File: config.mk
export PLATFORM = sky130hd
export DESIGN_NAME = sfp_protect
export DESIGN_NICKNAME = d
export VERILOG_FILES = /design/src/hw/sfp_pkg.sv /design/src/hw/sfp_link_if.sv /design/src/hw/sfp_spi_front.sv /design/src/hw/sfp_protect.sv
export SDC_FILE = /design/constraint.sdc
export NUM_CORES = 1
export LEC_CHECK = 0
export BUFFER_PORTS_ARGS = -buffer_cell sky130_fd_sc_hd__buf_2
export CAP_MARGIN = 20
export CORE_UTILIZATION = 63
export CTS_CLUSTER_DIAMETER = 200
export DETAILED_ROUTE_END_ITERATION = 12
export PLACE_DENSITY = 0.8
export SETUP_SLACK_MARGIN = 0.02
export SLEW_MARGIN = 20
export SYNTH_ARGS = -nofsm -noshare
export SYNTH_HDL_FRONTEND = slang
export SYNTH_HIERARCHICAL = 1
export SYNTH_SLANG_ARGS = --single-unit
File: constraint.sdc
create_clock -name sys_clk_i -period 7.6 [get_ports sys_clk_i]
set_input_delay 2.28 -clock sys_clk_i [delete_from_list [all_inputs] [get_ports sys_clk_i]]
set_output_delay 2.28 -clock sys_clk_i [all_outputs]
set_load 0.05 [all_outputs]
File: src/hw/sfp_pkg.sv
/*
 * Shared constants for the sector protection block of a serial flash:
 * opcodes, status byte layout, global protect patterns and reset values.
 * Assumes an SPI mode 0/3 host framing every command with chip select.
 */
package sfp_pkg;

	// command opcodes
	localparam logic [7:0] OP_NONE   = 8'h00;
	localparam logic [7:0] OP_WREN   = 8'h06;
	localparam logic [7:0] OP_WRDI   = 8'h04;
	localparam logic [7:0] OP_WRSR1  = 8'h01;
	localparam logic [7:0] OP_RDSR   = 8'h05;
	localparam logic [7:0] OP_RDPROT = 8'h3C;

	// status byte layout
	localparam int SR_LOCK   = 7;
	localparam int SR_FLD_HI = 5;
	localparam int SR_FLD_LO = 2;
	localparam int SR_WP     = 4;
	localparam int SR_SUM_HI = 3;
	localparam int SR_SUM_LO = 2;
	localparam int SR_WEN    = 1;

	// global protect field patterns
	localparam logic [3:0] GP_ALL_ONE  = 4'hF;
	localparam logic [3:0] GP_ALL_ZERO = 4'h0;

	// protection summary codes
	localparam logic [1:0] SUM_NONE = 2'h0;
	localparam logic [1:0] SUM_SOME = 2'h1;
	localparam logic [1:0] SUM_ALL  = 2'h3;

	// byte positions inside a frame
	localparam logic [2:0] IDX_ADDR_HI   = 3'h1;
	localparam logic [2:0] IDX_ADDR_LAST = 3'h3;
	localparam logic [2:0] IDX_LAST      = 3'h7;

	// sizes and reset values
	localparam int   DEF_SECTORS = 128;
	localparam logic PROT_RESET  = 1'b1;
	localparam logic LOCK_RESET  = 1'b0;

	// command phase, one-hot
	typedef enum logic [3:0] {
		PH_OPC  = 4'b0001,
		PH_ARG  = 4'b0010,
		PH_OUT  = 4'b0100,
		PH_SKIP = 4'b1000
	} sfp_phase_t;

endpackage

File: src/hw/sfp_link_if.sv
/*
 * Carrier between the serial front end and the protection core.
 * Assumes both ends run on the system clock.
 */
`timescale 1ns/1ps
interface sfp_link_if;
	logic       byte_vld;    // one-cycle pulse, byte complete
	logic [7:0] byte_data;
	logic [2:0] byte_idx;    // position of that byte in the frame
	logic       sck_fall;    // one-cycle pulse, falling serial clock
	logic       frame_end;   // one-cycle pulse, chip select released
	logic       end_aligned; // release fell on a byte boundary
	logic       cs_active;

	modport front (output byte_vld, byte_data, byte_idx, sck_fall,
		frame_end, end_aligned, cs_active);
	modport core (input byte_vld, byte_data, byte_idx, sck_fall,
		frame_end, end_aligned, cs_active);
endinterface

File: src/hw/sfp_spi_front.sv
/*
 * Serial front end: synchronises chip select, serial clock and serial in
 * into the system clock, finds clock edges and assembles bytes.
 * Assumes the serial clock is well below a quarter of the system clock.
 */
`timescale 1ns/1ps
module sfp_spi_front
	import sfp_pkg::*;
(
	// clock and reset
	input  wire logic   sys_clk_i,
	input  wire logic   rst_i,
	// serial pins
	input  wire logic   cs_n_i,
	input  wire logic   sck_i,
	input  wire logic   si_i,
	// toward the core
	sfp_link_if.front   lnk
);

	typedef struct packed {
		logic       cs_m;
		logic       cs_s;
		logic       cs_p;
		logic       sck_m;
		logic       sck_s;
		logic       sck_p;
		logic       si_m;
		logic       si_s;
		logic [2:0] bit_cnt;
		logic [2:0] byte_cnt;
		logic [7:0] shift;
		logic       byte_vld;
		logic [7:0] byte_data;
		logic [2:0] byte_idx;
		logic       sck_fall;
		logic       frame_end;
		logic       end_aligned;
	} sfp_front_t;

	sfp_front_t st_q;
	sfp_front_t st_d;

	// synchronise pins, detect edges, shift bytes
	always_comb begin
		st_d           = st_q;
		st_d.cs_m      = cs_n_i;
		st_d.cs_s      = st_q.cs_m;
		st_d.cs_p      = st_q.cs_s;
		st_d.sck_m     = sck_i;
		st_d.sck_s     = st_q.sck_m;
		st_d.sck_p     = st_q.sck_s;
		st_d.si_m      = si_i;
		st_d.si_s      = st_q.si_m;
		st_d.byte_vld  = 1'b0;
		st_d.sck_fall  = 1'b0;
		st_d.frame_end = 1'b0;
		if (st_q.cs_s) begin
			st_d.bit_cnt  = 3'h0;
			st_d.byte_cnt = 3'h0;
			if (!st_q.cs_p) begin
				st_d.frame_end   = 1'b1;
				st_d.end_aligned = (st_q.bit_cnt == 3'h0);
			end
		end else begin
			if (st_q.sck_s && !st_q.sck_p) begin
				st_d.shift   = {st_q.shift[6:0], st_q.si_s};
				st_d.bit_cnt = st_q.bit_cnt + 3'h1;
				if (st_q.bit_cnt == IDX_LAST) begin
					st_d.byte_vld  = 1'b1;
					st_d.byte_data = {st_q.shift[6:0], st_q.si_s};
					st_d.byte_idx  = st_q.byte_cnt;
					if (st_q.byte_cnt != IDX_LAST) begin
						st_d.byte_cnt = st_q.byte_cnt + 3'h1; // saturates
					end
				end
			end
			if (!st_q.sck_s && st_q.sck_p) begin
				st_d.sck_fall = 1'b1;
			end
		end
	end

	// state register, chip select idles released
	always_ff @(posedge sys_clk_i or posedge rst_i) begin
		if (rst_i) begin
			st_q      <= '0;
			st_q.cs_m <= 1'b1;
			st_q.cs_s <= 1'b1;
			st_q.cs_p <= 1'b1;
		end else begin
			st_q <= st_d;
		end
	end

	// link outputs
	assign lnk.byte_vld    = st_q.byte_vld;
	assign lnk.byte_data   = st_q.byte_data;
	assign lnk.byte_idx    = st_q.byte_idx;
	assign lnk.sck_fall    = st_q.sck_fall;
	assign lnk.frame_end   = st_q.frame_end;
	assign lnk.end_aligned = st_q.end_aligned;
	assign lnk.cs_active   = !st_q.cs_s;

endmodule

File: src/hw/sfp_protect.sv
/*
 * Sector software protection of a serial flash: write enable latch,
 * protection lock bit, global protect/unprotect from the first status
 * byte write, status read and the read-sector-protection command.
 * Assumes a host driving chip select, serial clock and serial in in
 * SPI mode 0 or 3, and a write-protect pin that is low when asserted.
 */
`timescale 1ns/1ps
module sfp_protect
	import sfp_pkg::*;
#(
	parameter int SECTORS = DEF_SECTORS
) (
	// clock and reset
	input  wire logic       sys_clk_i,
	input  wire logic       rst_i,
	// serial pins
	input  wire logic       cs_n_i,
	input  wire logic       sck_i,
	input  wire logic       si_i,
	input  wire logic       wp_n_i,
	output logic            so_o,
	output logic            so_oe_o,
	// array status
	input  wire logic       suspended_i,
	// protection status
	output logic            protect_regs_locked_o,
	output logic            write_enable_latch_o,
	output logic [1:0]      software_protect_summary_o
);

	localparam int SECT_W = $clog2(SECTORS);

	// sector count must be a power of two that one address byte covers
	if (SECTORS < 2 || SECTORS > 256 || (SECTORS & (SECTORS - 1)) != 0) begin : g_chk
		$error("SECTORS must be a power of two from 2 to 256");
	end

	typedef struct packed {
		logic               wen;
		logic               lock;
		logic [SECTORS-1:0] prot;
		logic [1:0]         psum;
		logic [7:0]         opcode;
		logic [7:0]         sect;
		logic [7:0]         wdata;
		logic               wgot;
		sfp_phase_t         phase;
		logic [7:0]         out_sh;
		logic               so;
		logic               wp_m;
		logic               wp_s;
	} sfp_core_t;

	sfp_core_t   st_q;
	sfp_core_t   st_d;
	logic        wrsr_go;
	logic [3:0]  fld;
	logic [7:0]  sr;

	sfp_link_if  lnk ();

	// serial front end
	sfp_spi_front u_front (
		.sys_clk_i (sys_clk_i),
		.rst_i     (rst_i),
		.cs_n_i    (cs_n_i),
		.sck_i     (sck_i),
		.si_i      (si_i),
		.lnk       (lnk)
	);

	// all, some or none of the sectors protected
	function automatic logic [1:0] sum_of(input logic [SECTORS-1:0] p);
		if (&p) begin
			return SUM_ALL;
		end else if (|p) begin
			return SUM_SOME;
		end
		return SUM_NONE;
	endfunction

	// repeating read byte for the addressed sector
	function automatic logic [7:0] prot_byte(input logic [SECTORS-1:0] p,
		input logic [7:0] s);
		return {8{p[s[SECT_W-1:0]]}};
	endfunction

	// command decode, status write and serial output
	always_comb begin
		st_d      = st_q;
		st_d.wp_m = wp_n_i;
		st_d.wp_s = st_q.wp_m;
		wrsr_go   = 1'b0;
		fld       = st_q.wdata[SR_FLD_HI:SR_FLD_LO];
		sr                        = 8'h00;
		sr[SR_LOCK]               = st_q.lock;
		sr[SR_WP]                 = st_q.wp_s;
		sr[SR_SUM_HI:SR_SUM_LO]   = st_q.psum;
		sr[SR_WEN]                = st_q.wen;

		if (lnk.byte_vld) begin
			unique case (st_q.phase)
				PH_OPC: begin
					st_d.opcode = lnk.byte_data;
					if (lnk.byte_data == OP_RDSR) begin
						st_d.phase  = PH_OUT;
						st_d.out_sh = sr;
					end else if (lnk.byte_data == OP_RDPROT ||
						lnk.byte_data == OP_WRSR1) begin
						st_d.phase = PH_ARG;
					end else begin
						st_d.phase = PH_SKIP;
					end
				end
				PH_ARG: begin
					if (st_q.opcode == OP_RDPROT) begin
						if (lnk.byte_idx == IDX_ADDR_HI) begin
							st_d.sect = lnk.byte_data;
						end
						if (lnk.byte_idx == IDX_ADDR_LAST) begin
							st_d.phase  = PH_OUT;
							st_d.out_sh = prot_byte(st_q.prot, st_q.sect);
						end
					end else begin
						st_d.wdata = lnk.byte_data; // later bytes ignored
						st_d.wgot  = 1'b1;
						st_d.phase = PH_SKIP;
					end
				end
				PH_OUT: begin
					if (st_q.opcode == OP_RDPROT) begin
						st_d.out_sh = prot_byte(st_q.prot, st_q.sect);
					end else begin
						st_d.out_sh = sr;
					end
				end
				PH_SKIP: begin
				end
				default: st_d.phase = PH_SKIP;
			endcase
		end

		// shift out on the falling serial clock, msb first
		if (lnk.sck_fall && st_q.phase == PH_OUT) begin
			st_d.so     = st_q.out_sh[7];
			st_d.out_sh = {st_q.out_sh[6:0], st_q.out_sh[7]};
		end

		// commands take effect when chip select is released
		if (lnk.frame_end) begin
			st_d.phase  = PH_OPC;
			st_d.opcode = OP_NONE;
			st_d.wgot   = 1'b0;
			st_d.so     = 1'b0;
			if (lnk.end_aligned) begin
				if (st_q.opcode == OP_WREN) begin
					st_d.wen = 1'b1;
				end else if (st_q.opcode == OP_WRDI) begin
					st_d.wen = 1'b0;
				end else if (st_q.opcode == OP_WRSR1 && st_q.wgot && st_q.wen) begin
					wrsr_go  = 1'b1;
					st_d.wen = 1'b0;
				end
			end
		end

		if (wrsr_go) begin
			if (st_q.lock && !st_q.wp_s) begin
				st_d.lock = st_q.lock;
			end else if (st_q.lock) begin
				if (!st_q.wdata[SR_LOCK]) begin
					st_d.lock = 1'b0;
				end
			end else if (fld == GP_ALL_ONE && suspended_i) begin
				st_d.lock = st_q.lock;
			end else begin
				st_d.lock = st_q.wdata[SR_LOCK];
				if (fld == GP_ALL_ONE) begin
					st_d.prot = {SECTORS{1'b1}};
				end else if (fld == GP_ALL_ZERO) begin
					st_d.prot = {SECTORS{1'b0}};
				end
			end
		end

		st_d.psum = sum_of(st_d.prot);
	end

	// state register
	always_ff @(posedge sys_clk_i or posedge rst_i) begin
		if (rst_i) begin
			st_q       <= '0;
			st_q.prot  <= {SECTORS{PROT_RESET}};
			st_q.psum  <= SUM_ALL;
			st_q.lock  <= LOCK_RESET;
			st_q.phase <= PH_OPC;
			st_q.wp_m  <= 1'b1;
			st_q.wp_s  <= 1'b1;
		end else begin
			st_q <= st_d;
		end
	end

	// outputs
	assign so_o                       = st_q.so;
	// output floats once chip select is released
	assign so_oe_o                    = (st_q.phase == PH_OUT) && lnk.cs_active;
	assign protect_regs_locked_o      = st_q.lock;
	assign write_enable_latch_o       = st_q.wen;
	assign software_protect_summary_o = st_q.psum;

	// global protect sets every sector
	a_global_protect_all: assert property (@(posedge sys_clk_i) disable iff (rst_i)
		wrsr_go && !st_q.lock && fld == GP_ALL_ONE && !suspended_i
		|=> st_q.prot == {SECTORS{1'b1}} && st_q.psum == SUM_ALL)
		else $error("global protect did not set all sectors");

	// global unprotect clears every sector
	a_global_unprot_all: assert property (@(posedge sys_clk_i) disable iff (rst_i)
		wrsr_go && !st_q.lock && fld == GP_ALL_ZERO
		|=> st_q.prot == {SECTORS{1'b0}} ##1 st_q.prot == {SECTORS{1'b0}})
		else $error("global unprotect did not clear all sectors");

	// mixed patterns keep protection
	a_mixed_pattern_hold: assert property (@(posedge sys_clk_i) disable iff (rst_i)
		wrsr_go && fld != GP_ALL_ONE && fld != GP_ALL_ZERO |=> $stable(st_q.prot))
		else $error("mixed pattern changed protection");

	// suspend aborts global protect
	a_suspend_abort: assert property (@(posedge sys_clk_i) disable iff (rst_i)
		wrsr_go && fld == GP_ALL_ONE && suspended_i |=> $stable(st_q.prot) && !st_q.wen)
		else $error("global protect during suspend not aborted");

	// hardware lock freezes lock bit and sectors
	a_hw_lock_freeze: assert property (@(posedge sys_clk_i) disable iff (rst_i)
		wrsr_go && st_q.lock && !st_q.wp_s |=> st_q.lock && $stable(st_q.prot))
		else $error("hardware lock did not hold");

	// soft lock only follows written bit 7
	a_soft_lock_clear: assert property (@(posedge sys_clk_i) disable iff (rst_i)
		wrsr_go && st_q.lock && st_q.wp_s
		|=> $stable(st_q.prot) && st_q.lock == $past(st_q.wdata[SR_LOCK]))
		else $error("soft lock write misbehaved");

	// no write enable, no status write
	a_wen_gate_write: assert property (@(posedge sys_clk_i) disable iff (rst_i)
		lnk.frame_end && !st_q.wen |=> $stable(st_q.prot) && $stable(st_q.lock))
		else $error("status write ran without write enable");

	// protection read drives the sector bit
	a_read_sector_bit: assert property (@(posedge sys_clk_i) disable iff (rst_i)
		st_q.phase == PH_OUT && st_q.opcode == OP_RDPROT && lnk.sck_fall
		|=> st_q.so == st_q.prot[st_q.sect[SECT_W-1:0]])
		else $error("protection read bit wrong");

	// chip select release floats output
	a_cs_release_float: assert property (@(posedge sys_clk_i) disable iff (rst_i)
		lnk.frame_end |-> !so_oe_o ##1 (!so_oe_o && st_q.phase == PH_OPC))
		else $error("output still driven after release");

endmodule

Word-level counts from Yosys, hierarchy flattened

Cells that the tools add are included.

Add/subtract/negate cells: 2
$mul: 0
Divide/modulo/power cells: 0
Magnitude comparators: 1
Equal/unequal tests: 22
Shift operators: 0
Mux-type cells: 52
Bitwise gates (word level): 4
Reductions and logical operators: 40

Operator list:

| kind                 | count |
|---|---|
| $mux W128            | 6 |
| $reduce_and A128 Y1  | 1 |
| $reduce_or A128 Y1   | 1 |
| $mux W8              | 7 |
| $mux W37             | 1 |
| $mux W26             | 1 |
| $eq A8 B3 Y1 const B | 3 |
| $mux W12             | 2 |
| $pmux W8 S3          | 1 |
| $mux W9              | 2 |
| $reduce_and A3 Y1    | 6 |
| $mux W17             | 1 |
| $eq A8 B1 Y1 const B | 2 |
| $eq A8 B6 Y1 const B | 2 |
| $mux W1              | 16 |
| $reduce_bool A2 Y1   | 8 |
| $mux W13             | 1 |
| $mux W4              | 3 |
| $ne A3 B3 Y1 const B | 4 |
| $pmux W4 S3          | 1 |
| $mux W2              | 5 |
| $eq A4 B4 Y1 const B | 2 |
| $logic_and A1 B1 Y1  | 8 |
| $lt A7 B8 Y1 const B | 1 |
| other kinds (24)     | 36 |

Register bits after elaboration: 209
Bits in latches: 0
Memory bits (writable): 0
Memory bits (read-only): 0
Input port bits: 7
Output and inout port bits: 6
Logic and storage cells: 151
Memories: 0

Logic depth before layout (Yosys ltp)

Gate-level depths: netlist (run 1).

Depth in word-level cells: 13
Mapped depth: 9

By module

Netlist (run 1), hierarchy kept.

Modules (own cells, without submodules):

| module        | instances | cells each | area each (µm²) |
|---|---|---|---|
| sfp_protect   | 1         | 788        | 8,130.3 |
| sfp_spi_front | 1         | 97         | 1,487.7 |

Worst setup path before layout (run 1)

No wires, ideal clock.

Path kind: register to output
From: register st_q[13] (netlist name)
To: output port so_oe_o
Data arrival time: 1,529 ps
Required time: 5,320 ps
Slack: 3,791 ps
Stages on the path, launching flop included: 4
Buffers on the path: 1
Path through: dfrtp_1 > clkbuf_1 > nor4b_1 > and2_1

RTL lines:

| element   | line              | source |
|---|---|---|
| to (decl) | sfp_protect.sv:23 | `output logic so_oe_o,` |

==> results of run 1 <==
-- worst paths after layout --
path                       cells past startpoint  slack (ns)                to        startpoint
setup reg to reg                               6        4.37           st_q[9]          st_q[24]
max in group asynchronous                      3        4.57         st_q[135]             rst_i
setup / recovery                               3        3.09           so_oe_o          st_q[12]
hold / removal                                 0        0.35  u_front/st_d[31]  u_front/st_d[32]
hold reg to reg                                0        0.35  u_front/st_d[31]  u_front/st_d[32]
min in group asynchronous                      3        1.91  u_front/st_d[32]             rst_i
-- area by class of cell --
class | count | area [sq um]
well taps | 184 | 230
flip-flops and latches | 204 | 5280
clock inverters | 13 | 144
clock buffers | 27 | 599
multi-input cells | 602 | 3950
repair buffers | 19 | 116
inverters | 17 | 68.8
fillers | 994 | 4310
-- metrics by stage --
| step | setup slack [ns] | cells |
|---|---|---|
| floorplan | 0.993 | 885 |
| global placement | 3.55 | 1026 |
| detailed placement | 3.42 | 1026 |
| CTS | 3.22 | 1066 |
| global route | 3.04 | 1066 |
| finish | 3.09 | 1066 |
-- synth_stat cells (4+ instances only) --
library cell | number | area (sq um)
sky130_fd_sc_hd__nor2_1 | 277 | 1040
sky130_fd_sc_hd__dfstp_2 | 136 | 3570
sky130_fd_sc_hd__dfrtp_1 | 68 | 1700
sky130_fd_sc_hd__nand4_1 | 46 | 288
sky130_fd_sc_hd__nor4_1 | 41 | 257
sky130_fd_sc_hd__clkbuf_1 | 36 | 135
sky130_fd_sc_hd__nand2_1 | 31 | 116
sky130_fd_sc_hd__mux2_2 | 24 | 270
sky130_fd_sc_hd__inv_1 | 17 | 63.8
sky130_fd_sc_hd__mux2i_1 | 16 | 160
sky130_fd_sc_hd__mux4_2 | 16 | 360
sky130_fd_sc_hd__a21oi_1 | 15 | 75.1
sky130_fd_sc_hd__buf_4 | 14 | 105
sky130_fd_sc_hd__mux4_1 | 13 | 342
sky130_fd_sc_hd__nand3_1 | 11 | 55.1
sky130_fd_sc_hd__mux2_4 | 9 | 135
sky130_fd_sc_hd__o21ai_0 | 8 | 40.0
sky130_fd_sc_hd__buf_2 | 7 | 35.0
sky130_fd_sc_hd__nor3_1 | 7 | 35.0
sky130_fd_sc_hd__nor2b_1 | 6 | 37.5
sky130_fd_sc_hd__ha_1 | 5 | 62.6
sky130_fd_sc_hd__nor4b_1 | 5 | 43.8
sky130_fd_sc_hd__a22o_1 | 4 | 35.0
sky130_fd_sc_hd__o22ai_1 | 4 | 25.0
sky130_fd_sc_hd__or4_1 | 4 | 30.0
-- cells by family after synthesis --
family	Yosys count	share of synthesized area [%]
flops	204	54.8
fa+ha+maj	5	0.650
buf+inv	79	4.21
simple gates	452	21.9
compound gates	63	4.85
xor+xnor	4	0.364
mux	78	13.2
-- critical path, stage by stage (launching register included) --
cell	delay (ns)
sky130_fd_sc_hd__dfrtp_1	0.44
sky130_fd_sc_hd__nor4b_1	0.79
sky130_fd_sc_hd__and2_1	0.23
sky130_fd_sc_hd__buf_2	0.26
-- routing by layer --
layer,GRT usage (%),wire length [um],vias to the layer above
li1,-,-,3093
met1,42.2,9430,3400
met2,42.0,9740,307
met3,5.82,1660,62
met4,9.54,574,0
met5,0,0,-
-- registers in the layout, summed over array words and instances, names as in the netlist, 2 cells and up --
name	flops
fld	4
u_front/st_d	5
u_front/lnk.byte_idx	3
u_front/lnk.byte_data	8
u_front/st_q	16
software_protect_summary_o	2
st_q	157
-- report_power, final --
group / switching (mW) / leakage [nW] / internal [mW]
clock: 0.432 / 0.357 / 0.636
sequential: 0.0604 / 2.35 / 1.17
combinational: 0.0562 / 1.48 / 0.0477
total: 0.549 / 4.18 / 1.86
==> results.ini, run 1 <==
[timing]
skew_ns=0.0118
setup_viol=0
min_period_ns=4.51
hold_viol=0
total_negative_setup_slack_ns=0
maxClockFrequency_ghz=0.222
worst_slew_pin_slew_ns=1.04
final_max_slew_viol_count=0
slew-limit-headroom_pct=30.4
min_period_over_period_pct=59.3
worst_hold_margin_ns=0.348
rsz0062_at_grt=no

[yosys]
synthesis.area_sq_mm=0.00962
synth-seq-area-share_pct=54.8
synth_edf_count=0
synth_flop_cell=sky130_fd_sc_hd__dfstp_2
synthCells=885
postSynthAreaPerCell_sq_um=10.9
ys.warnings.count=6
synth_cell_type_count=63
async_reset_ff_share_pct=100
synth-seq-cells=204
syn-num-nets=897

[cts]
clock_path_buffers=3
cts_tree=built
clock-sinks=204
cts_root_buffer=sky130_fd_sc_hd__clkbuf_16
cts_resized=0
worstSkewPairLatency_ns=0.51
cts_setup_buffers=0
clk_pin_slew_worst_paths_ns=0.06
cts-hold-fix-buffers=0
htree_levels=1
cts_inserted_buffers=22

[worst_setup_path]
arrival_ns=2.23
setup.worst_path.start_class=flip-flop
critical_path_peak_fanout=7
critical_path_required_ns=5.32
critical_path_class=reg2out
critical_path.endpoint_type=output pin

[global_route]
grtUsageTotal_pct=28.4
grt_antenna_before_repair=0
grt_pass1_wl_mm=35.3
number_of_global_route_vias_before_repair=6577
largest_net_degree_at_the_start_of_global_routing=105
grt_overflow_total=0

[detailed_routing]
avgViaCountPerCell=6.44
final_antenna_net_count=0
detail_route.drc_violations=2
first_iter_violations=729
dr_total_vias=6862
drt-total-wl_mm=21.4
detail_route.wl_per_cell_um=20.1
drt_pre_antenna_iters=9

[pwr]
leakage_nw=4.18
power.ir.vdd_worst_v=0.000182
total_power_mw=2.40
cellPowerDensity_mw_per_mm2=231

[finish]
drive_gt1_share_pct=29.1
final_design_area_no_fill_sq_mm=0.0104
nNetsFinal=878
finalCoreUtilization_pct=70.7
antenna-diode-count=0
areaGrowthSynthToFinish_pct=8.01
most_common_cell_after_layout_fill_and_taps_aside=sky130_fd_sc_hd__nor2_1
most-common-layout-cells=sky130_fd_sc_hd__nor2_1 (277), sky130_fd_sc_hd__dfstp_2 (136), sky130_fd_sc_hd__dfrtp_1 (67), sky130_fd_sc_hd__nand4_1 (46), sky130_fd_sc_hd__nor4_1 (40)

[place]
io_buffer_count=12
dpl-instance-area_sq_mm=0.00964
hpwlAfterDp_mm=14.3
gp_congestion=0.925

[hold_path]
worstHoldPathType=reg2reg

[floorplanning]
design.die.area_sq_mm=0.0158
number_of_top_level_pins=13
rows=44
core_area_sq_mm=0.0147
start_util_pct=65.4
die_y_um=126
dieWidth_um=126

[status]
violations_in_the_final_reports=design-rule violations
run_status=finished with violations

[flow_run]
drv.max_cap_violation_count=0

(Power assumes the default switching activity.)
==> run 2: changes to the inputs <==
==> constraint.sdc (replaced) <==
create_clock -name sys_clk_i -period 4.4 [get_ports sys_clk_i]
set_input_delay 1.32 -clock sys_clk_i [delete_from_list [all_inputs] [get_ports sys_clk_i]]
set_output_delay 1.32 -clock sys_clk_i [all_outputs]
set_load 0.05 [all_outputs]
==> results.ini, run 2 (same netlist as run 1, synthesis figures left out) <==
[timing]
min_period_ns=3.68
maxClockFrequency_ghz=0.272
rsz0062_at_grt=no
setup_viol=0  ; unchanged
total_negative_setup_slack_ns=0  ; unchanged
final_max_slew_viol_count=0  ; unchanged
slew-limit-headroom_pct=27.9  ; -2.6 points
worst_slew_pin_slew_ns=1.07  ; +0.0233 ns
min_period_over_period_pct=83.5
hold_viol=0  ; unchanged
skew_ns=0.0189  ; +0.00717 ns

[finish]
drive_gt1_share_pct=28.4  ; -0.73 points
most-common-layout-cells=sky130_fd_sc_hd__nor2_1 (277), sky130_fd_sc_hd__dfstp_2 (136), sky130_fd_sc_hd__dfrtp_1 (67), sky130_fd_sc_hd__nand4_1 (46), sky130_fd_sc_hd__nor4_1 (40)
max_flop_register=st_q
most_common_cell_after_layout_fill_and_taps_aside=sky130_fd_sc_hd__nor2_1
largest_register_ff_count=157  ; unchanged
antenna-diode-count=0  ; unchanged
areaGrowthSynthToFinish_pct=8.14
nNetsFinal=879  ; +0.11%
finalCoreUtilization_pct=70.8  ; +0.085 points

[detailed_routing]
avgViaCountPerCell=6.66  ; +3.5%
detail_route.wl_per_cell_um=21.9  ; +9.0%
detail_route.drc_violations=1  ; -1
dr_total_vias=7090  ; +3.3%
drt-total-wl_mm=23.3  ; +8.8%
final_antenna_net_count=0  ; unchanged
drt_pre_antenna_iters=11  ; +2
first_iter_violations=746  ; +2.3%

[cts]
clock_path_buffers=3  ; unchanged
cts-hold-fix-buffers=0  ; unchanged
cts_resized=0  ; unchanged
htree_levels=1  ; unchanged
worstSkewPairLatency_ns=0.50  ; about the same
cts_inserted_buffers=21  ; -4.5%
clock-sinks=204  ; unchanged
cts_setup_buffers=0  ; unchanged
clk_pin_slew_worst_paths_ns=0.06  ; about the same
cts_root_buffer=sky130_fd_sc_hd__clkbuf_16
cts_tree=built

[global_route]
grt_antenna_before_repair=0  ; unchanged
grtUsageTotal_pct=30.6  ; +2.2 points
grt_pass1_wl_mm=37.6  ; +6.4%
number_of_global_route_vias_before_repair=6869  ; +4.4%
grt_overflow_total=0  ; unchanged
largest_net_degree_at_the_start_of_global_routing=130  ; +24%
global_route.usage.met1_pct=45.5  ; +3.3 points
top_usage_layer=met2
met2_usage_pct=45.9  ; +4.0 points
global_route.usage.met3_pct=5.73  ; -0.086 points

[worst_setup_path]
ff2ff_setup_slack_ns=1.42  ; -2.95 ns
critical_path_peak_fanout=7  ; unchanged
critical_path_class=reg2out
cp_cell_sequence=nor4b_1 > and2_1 > buf_2
worstPathBufferInverterCount=1  ; unchanged
cp_slowest_cell=sky130_fd_sc_hd__nor4b_1
arrival_ns=2.36  ; +0.13 ns
cp_top_family=simple AND/OR/NAND/NOR gates
setup.worst_path.start_class=flip-flop
critical_path_required_ns=3.08  ; -2.24 ns
critical_path.endpoint_type=output pin
timing.critical_path.slowest_cell_delay_ns=0.88  ; +0.09 ns

[floorplanning]
number_of_top_level_pins=13  ; unchanged
start_util_pct=65.4  ; unchanged
die_y_um=126  ; unchanged
design.die.area_sq_mm=0.0158  ; unchanged
rows=44  ; unchanged
dieWidth_um=126  ; unchanged
core_area_sq_mm=0.0147  ; unchanged

[pwr]
leakage_nw=4.18  ; about the same
cellPowerDensity_mw_per_mm2=401  ; +73%
power.ir.vdd_worst_v=0.000286  ; +57%

[status]
violations_in_the_final_reports=design-rule violations
run_status=finished with violations

[hold_path]
worstHoldPathType=reg2reg

[place]
gp_congestion=0.921  ; -0.38%
hpwlAfterDp_mm=15.6  ; +9.1%
io_buffer_count=12  ; unchanged

[flow_run]
drv.max_cap_violation_count=0  ; unchanged

run 2: changes by cell type in the layout (fill, tap and decap cells not counted):
cell / previous run / this run
sky130_fd_sc_hd__clkinvlp_4: 4 / 1
sky130_fd_sc_hd__clkbuf_1: 2 / 8
sky130_fd_sc_hd__buf_6: 1 / 0
sky130_fd_sc_hd__inv_6: 1 / 0
sky130_fd_sc_hd__inv_8: 1 / 0
sky130_fd_sc_hd__buf_12: 0 / 3
sky130_fd_sc_hd__clkinv_8: 1 / 0
sky130_fd_sc_hd__clkinv_2: 4 / 1
sky130_fd_sc_hd__inv_2: 0 / 1
sky130_fd_sc_hd__clkbuf_8: 3 / 2
sky130_fd_sc_hd__bufinv_16: 2 / 4
sky130_fd_sc_hd__inv_1: 16 / 15
sky130_fd_sc_hd__clkbuf_16: 22 / 21
sky130_fd_sc_hd__inv_4: 1 / 0
run 2: report_power, final:
part	leakage [nW]	internal (mW)	switching [mW]
Sequential	2.35	2.03	0.117
Clock	0.343	1.15	0.693
Combinational	1.49	0.0847	0.0993
run 2: routing by layer:
metal  wire, um  part of all wire [%]
met1      10000                    43
met2      10500                    45
met3       1980                   8.5
met4        771                   3.3
met5          0                     0
run 2: through the flow:
step | worst slack [ns] | hold slack, ns | area (sq um) | power (mW) | std cells
after floorplan | 1.05 | 0.331 | 9620 | 2.26 | 885
after global placement | 1.43 | 0.333 | 9690 | 2.32 | 1028
after detailed placement | 1.35 | 0.336 | 9690 | 2.35 | 1028
after CTS | 0.816 | 0.351 | 10400 | 4.19 | 1064
after global routing | 0.633 | 0.358 | 10400 | 4.30 | 1064
final | 0.724 | 0.353 | 10400 | 4.17 | 1064
run 2: cell type report:
cell class	count	area, sq um
clock buffer	31	583
clock inverter	5	125
fill	1031	4300
inverter	17	67.6
multi-input combinational	602	3950
sequential	204	5280
tap	184	230
timing repair buffer	21	165
run 2: path summary, 6_finish.rpt:
check	to	from	cells after the start
setup / recovery	so_oe_o	st_q[13]	3
hold / removal	u_front/st_q[29]	u_front/st_d[29]	0
setup reg to reg	st_q[9]	st_q[25]	7
hold reg to reg	u_front/st_q[29]	u_front/st_d[29]	0
max in group asynchronous	st_q[48]	rst_i	3
min in group asynchronous	st_q[28]	rst_i	2
